--- src/rtl/io_adapter_pkg.sv ---
package io_adapter_pkg;
  // ==========================================
  // widths and register select codes
  localparam int         DATA_W     = 8;
  localparam logic [1:0] SEL_A_PORT = 2'h0;
  localparam logic [1:0] SEL_A_CTRL = 2'h1;
  localparam logic [1:0] SEL_B_PORT = 2'h2;
  localparam logic [1:0] SEL_B_CTRL = 2'h3;

  // ==========================================
  // control register field positions
  localparam int CTL_FLAG1    = 7;
  localparam int CTL_FLAG2    = 6;
  localparam int CTL_AUX_OUT  = 5;
  localparam int CTL_AUX_EDGE = 4;
  localparam int CTL_AUX_EN   = 3;
  localparam int CTL_DIR_ACC  = 2;
  localparam int CTL_EV_EDGE  = 1;
  localparam int CTL_EV_EN    = 0;

  // ==========================================
  // reset values
  localparam logic [5:0] CTRL_RST = 6'h00;
  localparam logic [7:0] DIR_RST  = 8'h00;
  localparam logic [7:0] OUT_RST  = 8'h00;

  // ==========================================
  // types
  typedef enum logic [1:0] {
    BUS_IDLE   = 2'b00,
    BUS_HOLD   = 2'b01,
    BUS_COMMIT = 2'b10
  } busState_t;

  typedef struct packed {
    logic       wrCtrl;
    logic       wrPort;
    logic       rdPort;
    logic [7:0] data;
  } sideCmd_t;

  typedef struct packed {
    logic [7:0] ctrl;
    logic [7:0] dir;
    logic [7:0] portRd;
  } sideView_t;
endpackage

--- src/rtl/pin_sync.sv ---
module pin_sync
  import io_adapter_pkg::*;
#(
  parameter int WIDTH = 1
)(
  // clock and reset
  input  wire logic             sys_clk,
  input  wire logic             rst,
  // pins in, synchronised copy out
  input  wire logic [WIDTH-1:0] pinIn,
  output logic      [WIDTH-1:0] syncOut
);
  // ==========================================
  // two stages; only the second stage is seen outside
  logic [WIDTH-1:0] meta_q;

  always_ff @(posedge sys_clk)
  begin
    if (rst)
    begin
      meta_q  <= '0;
      syncOut <= '0;
    end
    else
    begin
      meta_q  <= pinIn;
      syncOut <= meta_q;
    end
  end
endmodule

--- src/rtl/side_unit.sv ---
module side_unit
  import io_adapter_pkg::*;
#(
  parameter bit READ_PINS = 1'b1
)(
  // clock and reset
  input  wire logic       sys_clk,
  input  wire logic       rst,
  // bus commands
  input  wire sideCmd_t   cmd,
  output sideView_t       view,
  // synchronised peripheral inputs
  input  wire logic       eventIn,
  input  wire logic       auxIn,
  input  wire logic [7:0] portPins,
  // peripheral drivers
  output logic [7:0]      portOut,
  output logic [7:0]      portOeN,
  output logic            auxOut,
  output logic            auxOeN,
  output logic            irqOeN
);
  // ==========================================
  // registers
  logic [5:0] ctrl_q;
  logic [7:0] dir_q;
  logic       flag1_q;
  logic       flag2_q;
  logic       event_q;
  logic       aux_q;
  logic       evHit;
  logic       auxHit;
  logic       clrFlags;

  always_ff @(posedge sys_clk)
  begin
    if (rst)
    begin
      ctrl_q  <= CTRL_RST;
      dir_q   <= DIR_RST;
      portOut <= OUT_RST;
    end
    else
    begin
      if (cmd.wrCtrl)
        ctrl_q <= cmd.data[5:0];
      if (cmd.wrPort && ctrl_q[CTL_DIR_ACC])
        portOut <= cmd.data;
      if (cmd.wrPort && !ctrl_q[CTL_DIR_ACC])
        dir_q <= cmd.data;
    end
  end

  // ==========================================
  // edge detection, polarity picked by control bits
  always_ff @(posedge sys_clk)
  begin
    if (rst)
    begin
      event_q <= 1'b0;
      aux_q   <= 1'b0;
    end
    else
    begin
      event_q <= eventIn;
      aux_q   <= auxIn;
    end
  end

  assign evHit  = ctrl_q[CTL_EV_EDGE] ? (eventIn && !event_q) : (!eventIn && event_q);
  assign auxHit = !ctrl_q[CTL_AUX_OUT] &&
                  (ctrl_q[CTL_AUX_EDGE] ? (auxIn && !aux_q) : (!auxIn && aux_q));
  assign clrFlags = cmd.rdPort && ctrl_q[CTL_DIR_ACC];

  // ==========================================
  // flags: a new edge wins over a clearing read
  always_ff @(posedge sys_clk)
  begin
    if (rst)
    begin
      flag1_q <= 1'b0;
      flag2_q <= 1'b0;
    end
    else
    begin
      flag1_q <= (flag1_q && !clrFlags) || evHit;
      flag2_q <= (flag2_q && !clrFlags) || auxHit;
    end
  end

  // ==========================================
  // pins and views
  assign portOeN = ~dir_q;
  assign auxOut  = ctrl_q[CTL_AUX_EN];
  assign auxOeN  = !ctrl_q[CTL_AUX_OUT];
  assign irqOeN  = !((flag1_q && ctrl_q[CTL_EV_EN]) ||
                     (flag2_q && ctrl_q[CTL_AUX_EN]));
  assign view.ctrl   = {flag1_q, flag2_q, ctrl_q};
  assign view.dir    = dir_q;
  // side b returns its own latch on output lines, so a loaded pin never misreads
  assign view.portRd = READ_PINS ? portPins : ((portOut & dir_q) | (portPins & ~dir_q));
endmodule

--- src/rtl/io_adapter.sv ---
module io_adapter
  import io_adapter_pkg::*;
(
  // clock and reset
  input  wire logic       sys_clk,
  input  wire logic       rst,
  input  wire logic       resetNInput,
  // processor bus
  input  wire logic       phaseTwo,
  input  wire logic       readNotWrite,
  input  wire logic       selectHighFirst,
  input  wire logic       selectHighSecond,
  input  wire logic       selectLowThirdN,
  input  wire logic       regPickLow,
  input  wire logic       regPickHigh,
  input  wire logic [7:0] hostBusLinesIn,
  output logic      [7:0] hostBusLinesOut,
  output logic            hostBusLinesOeN,
  // interrupt requests, open drain
  output logic            sideAIrqNOut,
  output logic            sideAIrqNOeN,
  output logic            sideBIrqNOut,
  output logic            sideBIrqNOeN,
  // side a peripheral
  input  wire logic       sideAEventIn,
  input  wire logic       sideAAuxLineIn,
  output logic            sideAAuxLineOut,
  output logic            sideAAuxLineOeN,
  input  wire logic [7:0] sideAPortIn,
  output logic      [7:0] sideAPortOut,
  output logic      [7:0] sideAPortOeN,
  // side b peripheral
  input  wire logic       sideBEventIn,
  input  wire logic       sideBAuxLineIn,
  output logic            sideBAuxLineOut,
  output logic            sideBAuxLineOeN,
  input  wire logic [7:0] sideBPortIn,
  output logic      [7:0] sideBPortOut,
  output logic      [7:0] sideBPortOeN
);
  // ==========================================
  // pin synchronisers
  logic [7:0]  busS;
  logic [1:0]  evS;
  logic [1:0]  auxS;
  logic [15:0] portS;
  logic [7:0]  ctlS;
  logic        phiS;
  logic        rwS;
  logic        selS;
  logic [1:0]  rsS;
  logic        resetNS;
  logic        resetNRaw;
  logic        intRst;

  pin_sync #(.WIDTH(8)) u_busSync (
    .sys_clk (sys_clk),
    .rst     (rst),
    .pinIn   (hostBusLinesIn),
    .syncOut (busS)
  );

  pin_sync #(.WIDTH(20)) u_perSync (
    .sys_clk (sys_clk),
    .rst     (rst),
    .pinIn   ({sideBPortIn, sideAPortIn, sideBAuxLineIn, sideAAuxLineIn, sideBEventIn, sideAEventIn}),
    .syncOut ({portS, auxS, evS})
  );

  pin_sync #(.WIDTH(8)) u_ctlSync (
    .sys_clk (sys_clk),
    .rst     (rst),
    .pinIn   ({!resetNInput, phaseTwo, readNotWrite, selectHighFirst, selectHighSecond,
               selectLowThirdN, regPickHigh, regPickLow}),
    .syncOut (ctlS)
  );

  // reset pin enters inverted, so a cleared synchroniser reads as released and rst leaves no tail
  assign resetNRaw = !ctlS[7];
  always_ff @(posedge sys_clk)
  begin
    if (rst)
      resetNS <= 1'b1;
    else
      resetNS <= resetNRaw;
  end

  assign phiS   = ctlS[6];
  assign rwS    = ctlS[5];
  assign selS   = ctlS[4] && ctlS[3] && !ctlS[2];
  assign rsS    = ctlS[1:0];
  assign intRst = rst || !resetNS;

  // ==========================================
  // phase-two cycle sequencer
  busState_t  state_q;
  logic       phiPrev_q;
  logic       rw_q;
  logic [1:0] rs_q;
  logic [7:0] hold_q;
  logic       commit;

  always_ff @(posedge sys_clk)
  begin
    if (intRst)
      phiPrev_q <= 1'b0;
    else
      phiPrev_q <= phiS;
  end

  always_ff @(posedge sys_clk)
  begin
    if (intRst)
      state_q <= BUS_IDLE;
    else
    begin
      case (state_q)
        BUS_IDLE:
          if (phiS && !phiPrev_q && selS)
            state_q <= BUS_HOLD;
        BUS_HOLD:
          if (!phiS)
            state_q <= BUS_COMMIT;
        BUS_COMMIT:
          state_q <= BUS_IDLE;
        default:
          state_q <= BUS_IDLE;
      endcase
    end
  end

  // direction and register select are taken at the rising phase-two edge
  always_ff @(posedge sys_clk)
  begin
    if (intRst)
    begin
      rw_q <= 1'b1;
      rs_q <= SEL_A_PORT;
    end
    else if (state_q == BUS_IDLE && phiS && !phiPrev_q && selS)
    begin
      rw_q <= rwS;
      rs_q <= rsS;
    end
  end

  // input holding register follows the bus while phase two is high
  always_ff @(posedge sys_clk)
  begin
    if (intRst)
      hold_q <= 8'h00;
    else if (state_q == BUS_HOLD && phiS)
      hold_q <= busS;
  end

  assign commit = (state_q == BUS_COMMIT);

  // ==========================================
  // two sides
  sideCmd_t   cmd   [2];
  sideView_t  view  [2];
  logic [7:0] pOut  [2];
  logic [7:0] pOeN  [2];
  logic [1:0] aOut;
  logic [1:0] aOeN;
  logic [1:0] iOeN;

  genvar s;
  generate
    for (s = 0; s < 2; s++)
    begin : g_side
      assign cmd[s].wrCtrl = commit && !rw_q && rs_q[1] == 1'(s) && rs_q[0];
      assign cmd[s].wrPort = commit && !rw_q && rs_q[1] == 1'(s) && !rs_q[0];
      assign cmd[s].rdPort = commit && rw_q && rs_q[1] == 1'(s) && !rs_q[0];
      assign cmd[s].data   = hold_q;

      side_unit #(.READ_PINS(s == 0)) u_side (
        .sys_clk  (sys_clk),
        .rst      (intRst),
        .cmd      (cmd[s]),
        .view     (view[s]),
        .eventIn  (evS[s]),
        .auxIn    (auxS[s]),
        .portPins (portS[8*s +: 8]),
        .portOut  (pOut[s]),
        .portOeN  (pOeN[s]),
        .auxOut   (aOut[s]),
        .auxOeN   (aOeN[s]),
        .irqOeN   (iOeN[s])
      );
    end
  endgenerate

  // ==========================================
  // read path
  logic [7:0] rdMux;

  always_comb
  begin
    case (rs_q)
      SEL_A_PORT: rdMux = view[0].ctrl[CTL_DIR_ACC] ? view[0].portRd : view[0].dir;
      SEL_A_CTRL: rdMux = view[0].ctrl;
      SEL_B_PORT: rdMux = view[1].ctrl[CTL_DIR_ACC] ? view[1].portRd : view[1].dir;
      SEL_B_CTRL: rdMux = view[1].ctrl;
      default:    rdMux = 8'h00;
    endcase
  end

  always_ff @(posedge sys_clk)
  begin
    if (intRst)
      hostBusLinesOut <= 8'h00;
    else
      hostBusLinesOut <= rdMux;
  end

  assign hostBusLinesOeN = !(state_q == BUS_HOLD && rw_q);

  // ==========================================
  // pins out; interrupt pins only ever pull low
  assign sideAIrqNOut    = 1'b0;
  assign sideBIrqNOut    = 1'b0;
  assign sideAIrqNOeN    = iOeN[0];
  assign sideBIrqNOeN    = iOeN[1];
  assign sideAAuxLineOut = aOut[0];
  assign sideAAuxLineOeN = aOeN[0];
  assign sideBAuxLineOut = aOut[1];
  assign sideBAuxLineOeN = aOeN[1];
  assign sideAPortOut    = pOut[0];
  assign sideAPortOeN    = pOeN[0];
  assign sideBPortOut    = pOut[1];
  assign sideBPortOeN    = pOeN[1];

  // ==========================================
  // checks
  property p_resetClears;
    @(posedge sys_clk) disable iff (rst)
    !resetNS |=> view[0].ctrl == 8'h00 && view[1].ctrl == 8'h00 && sideAPortOeN == 8'hff
      && sideBPortOeN == 8'hff && sideBPortOut == 8'h00;
  endproperty
  a_resetClears: assert property (p_resetClears) else $error("reset left a register set");

  property p_commitAfterFall;
    @(posedge sys_clk) disable iff (intRst)
    commit |-> $past(state_q) == BUS_HOLD && !$past(phiS);
  endproperty
  a_commitAfterFall: assert property (p_commitAfterFall) else $error("store not after phase two");

  property p_noSelect;
    @(posedge sys_clk) disable iff (intRst)
    state_q == BUS_IDLE && !selS |=> state_q == BUS_IDLE;
  endproperty
  a_noSelect: assert property (p_noSelect) else $error("cycle taken while unselected");

  property p_driveOnlyRead;
    @(posedge sys_clk) disable iff (intRst)
    !hostBusLinesOeN |-> state_q == BUS_HOLD && rw_q && phiPrev_q;
  endproperty
  a_driveOnlyRead: assert property (p_driveOnlyRead) else $error("bus driven outside read");

  property p_readNoWrite;
    @(posedge sys_clk) disable iff (intRst)
    commit && rw_q && rs_q == SEL_A_CTRL |=> $stable(view[0].ctrl[5:0]) && $stable(view[0].dir);
  endproperty
  a_readNoWrite: assert property (p_readNoWrite) else $error("read changed a register");

  property p_dirWrite;
    @(posedge sys_clk) disable iff (intRst)
    commit && !rw_q && rs_q == SEL_B_PORT && !view[1].ctrl[CTL_DIR_ACC]
      |=> view[1].dir == $past(hold_q) && sideBPortOeN == ~$past(hold_q);
  endproperty
  a_dirWrite: assert property (p_dirWrite) else $error("direction write lost");

  property p_readClears;
    @(posedge sys_clk) disable iff (intRst)
    commit && rw_q && rs_q == SEL_A_PORT && view[0].ctrl[CTL_DIR_ACC] && $stable(evS[0]) && $stable(auxS[0])
      |=> view[0].ctrl[7:6] == 2'b00;
  endproperty
  a_readClears: assert property (p_readClears) else $error("port read kept a flag");

  property p_irqLevel;
    @(posedge sys_clk) disable iff (intRst)
    view[1].ctrl[CTL_FLAG1] && view[1].ctrl[CTL_EV_EN] |-> !sideBIrqNOeN && !sideBIrqNOut;
  endproperty
  a_irqLevel: assert property (p_irqLevel) else $error("enabled flag not pulling irq");

  property p_flagsKept;
    @(posedge sys_clk) disable iff (intRst)
    commit && !rw_q && rs_q == SEL_A_CTRL
      |=> (view[0].ctrl[7:6] & $past(view[0].ctrl[7:6])) == $past(view[0].ctrl[7:6]) &&
      view[0].ctrl[5:0] == $past(hold_q[5:0]);
  endproperty
  a_flagsKept: assert property (p_flagsKept) else $error("control write hit flags");
endmodule

--- config.mk ---
export PLATFORM = sky130hd
export DESIGN_NAME = io_adapter
export DESIGN_NICKNAME = d
export VERILOG_FILES = /design/src/rtl/io_adapter_pkg.sv /design/src/rtl/pin_sync.sv /design/src/rtl/side_unit.sv /design/src/rtl/io_adapter.sv
export SDC_FILE = /design/constraint.sdc
export NUM_CORES = 1
export LEC_CHECK = 0
export BUFFER_PORTS_ARGS = -buffer_cell sky130_fd_sc_hd__buf_4
export CAP_MARGIN = 20
export CORE_ASPECT_RATIO = 1.5
export CORE_UTILIZATION = 50
export DETAILED_ROUTE_END_ITERATION = 8
export GPL_ROUTABILITY_DRIVEN = 0
export PLACE_DENSITY_LB_ADDON = 0.3
export RECOVER_POWER = 100
export SYNTH_ARGS = -nofsm -noshare
export SYNTH_HDL_FRONTEND = slang
export SYNTH_HIERARCHICAL = 1
export SYNTH_SLANG_ARGS = --single-unit
--- constraint.sdc ---
create_clock -name sys_clk -period 2.2 [get_ports sys_clk]
set_input_delay 0.44 -clock sys_clk [delete_from_list [all_inputs] [get_ports sys_clk]]
set_output_delay 0.44 -clock sys_clk [all_outputs]
set_load 0.03 [all_outputs]
; ---- Yosys cells after proc, flatten, opt, wreduce, memory -nomap -nowiden
; Cells that the tools add are included.
[op_classes]
n_reduce_logical = 79
muxes = 10
eq_ne = 7
n_bitwise = 6
[ops]
columns = op, n
row1 = $logic_and A1 B1 Y1, 45
row2 = $pmux W8 S4, 1
row3 = $logic_not A1 Y1, 24
row4 = $and A8 B8 Y8, 2
row5 = $mux W8, 2
row6 = $not A8 Y8, 2
row7 = $or A8 B8 Y8, 1
row8 = $logic_or A1 B1 Y1, 7
row9 = $eq A2 B2 Y1 const B, 3
row10 = $eq A2 B1 Y1 const B, 2
row11 = $logic_not A2 Y1, 2
row12 = $mux W1, 4
row13 = $mux W2, 2
row14 = $ne A2 B2 Y1 const B, 2
row15 = $pmux W2 S2, 1
row16 = $reduce_and A2 Y1, 1
row17 = $not A1 Y1, 1
[totals]
output_inout_bits = 49
ff_bits = 147
elab_cells = 129
inputBits = 38

; ---- Logic depth before layout (Yosys ltp)
[depth]
depth_word = 8
mapped_depth = 8
ltp_nobuf = 5

; ---- Hierarchy
; Netlist, hierarchy kept.
[modules_own_cells]
columns = module, seq_area_each_um2, cells_per_inst, area_each_um2, instances
row1 = io_adapter, 460.4, 135, 1247.4, 1
row2 = pin_sync (u_perSync), 800.8, 84, 1156.1, 1
row3 = side_unit (g_side[1].u_side), 520.5, 119, 1096.1, 1
row4 = side_unit (g_side[0].u_side), 520.5, 119, 1066.0, 1
row5 = pin_sync (u_busSync ...), 320.3, 33, 464.2, 2

; ---- Least setup slack after synthesis
; OpenSTA, ideal clock, no wires.
[synth_path]
path_type = register -> register
from = register rs_q[1]
to = register g_side[0].u_side.dir_q[0]
path_buffers = 3
path_stages_with_launch = 9
synth_period_minus_slack_ns = 1.688
setup_ns = 0.117
setup_slack_ns = 0.512
t_arrival_ns = 1.571
required_time_ns = 2.083
cell_sequence = dfxtp_1 -> buf_6 -> or3b_1 -> nor3_1 -> buf_2 -> nand2b_1 -> buf_4 -> mux2i_1 -> nor2_1
[synth_rtl]
columns = element, line
row1 = start: declaration, io_adapter.sv:99  ; logic [1:0] rs_q;
row2 = start signal: assignment, io_adapter.sv:143  ; rs_q <= rsS;
row3 = end signal: assignment, side_unit.sv:50  ; dir_q <= cmd.data;
row4 = end: declaration, side_unit.sv:26  ; logic [7:0] dir_q;

==> results.tsv <==
stage	metric	value	unit
timing	Final Skew	7.32	ps
timing	Hold Vio Cnt, Final	0	
die	io pins	87	
synth	asr flop ratio synth	0	%
finish	layout cells sized above 1	23.9	%
job	Max Cap Viol	1	
die	Initial Util	51.6	%
global_route	vias in the first global route	3540	
place	Final HPWL DP	7790	µm
worst_setup_path	worst-path fanout max	9	
detailed_routing	DR iter-0 viols	266	
timing	Final Setup Violations	0	
worst_setup_path	FF-to-FF End	g_side[0].u_side/portOut[5]	
global_route	antenna violations before repair	0	
timing	FMAX	0.524	GHz
synth	Synth Instances	523	
timing	Tmin final	1910	ps
worst_setup_path	r2r startpoint	state_q[1]	
timing	period utilization	86.8	%
synth	synthesis warning total	6	
hold_path	min-delay src	sideAPortIn[3]	
finish	Nets	635	
hold_path	Hold Path Class	input port to flop	
place	post-placement cell area	6150	µm²
die	die area	11400	µm²
synth	Post-synth EDFFs	0	
worst_setup_path	CP Class	flop to flop	
synth	sequential area share after synthesis	53.6	%
global_route	total track usage	20.7	%
detailed_routing	top routing layer used	met4	
clock_tree	Clock transition at path regs	60	ps
power_and_ir_drop	Worst VDD drop	0.000540	V
timing	Max transition margin	-11.7	%
detailed_routing	vias per cell	4.97	
outcome	status	finished, violations left	
clock_tree	CTS tree	done	
finish	Antenna Cells	0	
clock_tree	clk buf depth	2	
die	Rows	46	
worst_setup_path	r2r setup slk	290	ps
worst_setup_path	Worst EP arrival	2170	ps
detailed_routing	Detail Route Antenna Nets	0	
detailed_routing	DRC errors left	0	
place	I/O Buffers	84	
synth	Main synth FF type	dfxtp_1	
clock_tree	H-tree levels	4	
timing	Fin Setup TNS	0	ps
worst_setup_path	reg2reg path depth	6	
worst_setup_path	Data required, critical path	2460	ps
detailed_routing	DRT met1 WL	4570	µm
die	die span in y	130	µm
finish	Design Area, Final	6590	µm²
power_and_ir_drop	Leakage Power	2.62	nW
detailed_routing	met2 wire len	5670	µm
timing	unrepaired setup endpoints after global routing	no	
timing	Worst Tran Pin Value	1670	ps
clock_tree	hold buffers post-CTS	0	
synth	Netlist Area Pre-Place	5490	µm²
hold_path	worst hold path depth	2	
detailed_routing	Via Count	3750	
worst_setup_path	crit start category	flop	
detailed_routing	first-pass detailed-route iteration total	4	
clock_tree	post-CTS setup buffer count	0	
die	area of the core	10600	µm²
synth	flops & latches, synth	147	
clock_tree	Num CTS Buffers	17	
synth	Mean Syn Cell Area	10.5	µm²
outcome	failing checks	capacitance limit, slew limit	
die	Die W	87.6	µm
detailed_routing	met3 WL	604	µm
hold_path	WHS Endpoint	u_perSync/meta_q[7]	
detailed_routing	WL/cell	14.7	µm
timing	pins over their slew limit	74	
global_route	largest net degree at the start of global routing	74	
worst_setup_path	CP endpoint kind	flop	
clock_tree	Root Driver	clkbuf_16	
finish	synthesis-to-layout area growth	19.9	%
power_and_ir_drop	power density over the cells	925	nW/µm²
global_route	grt total ovfl	0	
clock_tree	# resized after CTS	0	
global_route	first-pass GRT wire length	17600	µm
synth	synth unique cells	37	
clock_tree	# clock sinks	147	
clock_tree	Clock Latency Late Sink	400	ps
detailed_routing	final WL	11100	µm
power breakdown:
group | switching, W | internal (W) | total, W
combinational | 0.0000837 | 0.000111 | 0.000194
clock | 0.00102 | 0.00214 | 0.00315
sequential | 0.0000206 | 0.00273 | 0.00275
per-layer routing:
layer / vias up / track usage (%)
li1: 1877 / -
met1: 1747 / 24.2
met2: 112 / 34.9
met3: 14 / 5.90
met4: 0 / 9.35
met5: - / 0
logic make-up (layout without fill, tap and decap cells):
family	after synthesis	in the layout	synth area share (%)
other cells	1	2	0.0683
mux	58	58	10.9
flops	147	147	53.6
buf+inv	65	151	6.76
simple gates	196	196	22.4
compound gates	56	56	6.26
cell usage after synthesis (all sizes together) (5+ instances only):
cell type  instances  area share, %
a211oi             7           0.96
mux2              15            3.1
dfxtp            147             54
nor2b             72             10
and2b             13            2.0
nand3b             5           0.68
clkbuf             8           0.82
nand2b             5           0.57
o21ai              9           0.82
nor2              40            2.7
nand2             24            1.6
buf               37            4.6
mux2i             43            7.8
a2111oi            8            1.3
nand3             20            1.8
inv               20            1.4
a21oi             25            2.3
registers in the layout, indices dropped and copies added (netlist names):
signal and flops:
state_q 2, g_side.u_side/dir_q 16, g_side.u_side/event_q 2, u_perSync/syncOut 20, rs_q 2, g_side.u_side/portOut 16, hostBusLinesOut 8, g_side.u_side/ctrl_q 12
g_side.u_side/aux_q 2, resetNS 1, u_busSync/meta_q 8, hold_q 8, phiPrev_q 1, rw_q 1, g_side.u_side/flag2_q 2, u_busSync/syncOut 8
u_perSync/meta_q 20, g_side.u_side/flag1_q 2, u_ctlSync/syncOut 8, u_ctlSync/meta_q 8
worst max path at each step:
stage                                  end  cells after the start        from
6_report       g_side[0].u_side/portOut[5]                      6  state_q[1]
5_1_grt        g_side[1].u_side/portOut[5]                      6     rs_q[1]
4_1_cts          g_side[0].u_side/dir_q[3]                      5     rs_q[1]
3_5_place_dp     g_side[0].u_side/dir_q[3]                      5     rs_q[1]
3_3_place_gp     g_side[0].u_side/dir_q[6]                      5     rs_q[1]
2_1_floorplan    g_side[0].u_side/dir_q[0]                      8     rs_q[1]
layout by cell type, fill, tap and decap left out, types with 3 or more instances in the layout:
master and instances:
a211oi_1 7, clkbuf_1 53, o21ai_0 9, clkbuf_2 4, mux2_2 15, or3b_1 3
clkbuf_16 17, a2111oi_0 8, clkbuf_8 4, nor2b_2 39, nand3b_1 5, nand2b_1 5
and2b_2 12, inv_1 20, dfxtp_1 147, bufinv_16 5, mux2i_1 43, nand2_1 24
nor2b_1 33, buf_4 43, a21oi_1 25, a22oi_1 4, nand3_1 20, nor2_1 40
per-stage QoR:
stage	instances	setup WS (ps)	util [%]	total power, W	hold slack, ps
after floorplan	524	512	-	0.00294	355
after global placement	722	456	57.8	0.00301	365
after detailed placement	722	367	57.8	0.00301	373
after CTS	754	368	64.0	0.00616	230
after global routing	754	111	61.9	0.00630	228
final	754	290	61.9	0.00610	245
critical path, cell delays in order (launching register included):
cell and delay (ps):
dfxtp_1 430, or3b_1 400, nor3_1 240, clkbuf_2 260
nand2_1 200, nand2_1 160, a21oi_1 80
area by class of cell:
| cell class | count | area (µm²) |
|---|---|---|
| fill | 917 | 4060 |
| clock buffer | 24 | 492 |
| timing repair buffer | 99 | 558 |
| sequential | 147 | 2940 |
| multi-input combinational | 312 | 2170 |
| inverter | 20 | 75.1 |
| tap | 144 | 180 |
| clock inverter | 8 | 171 |
(Power assumes the default switching activity.)
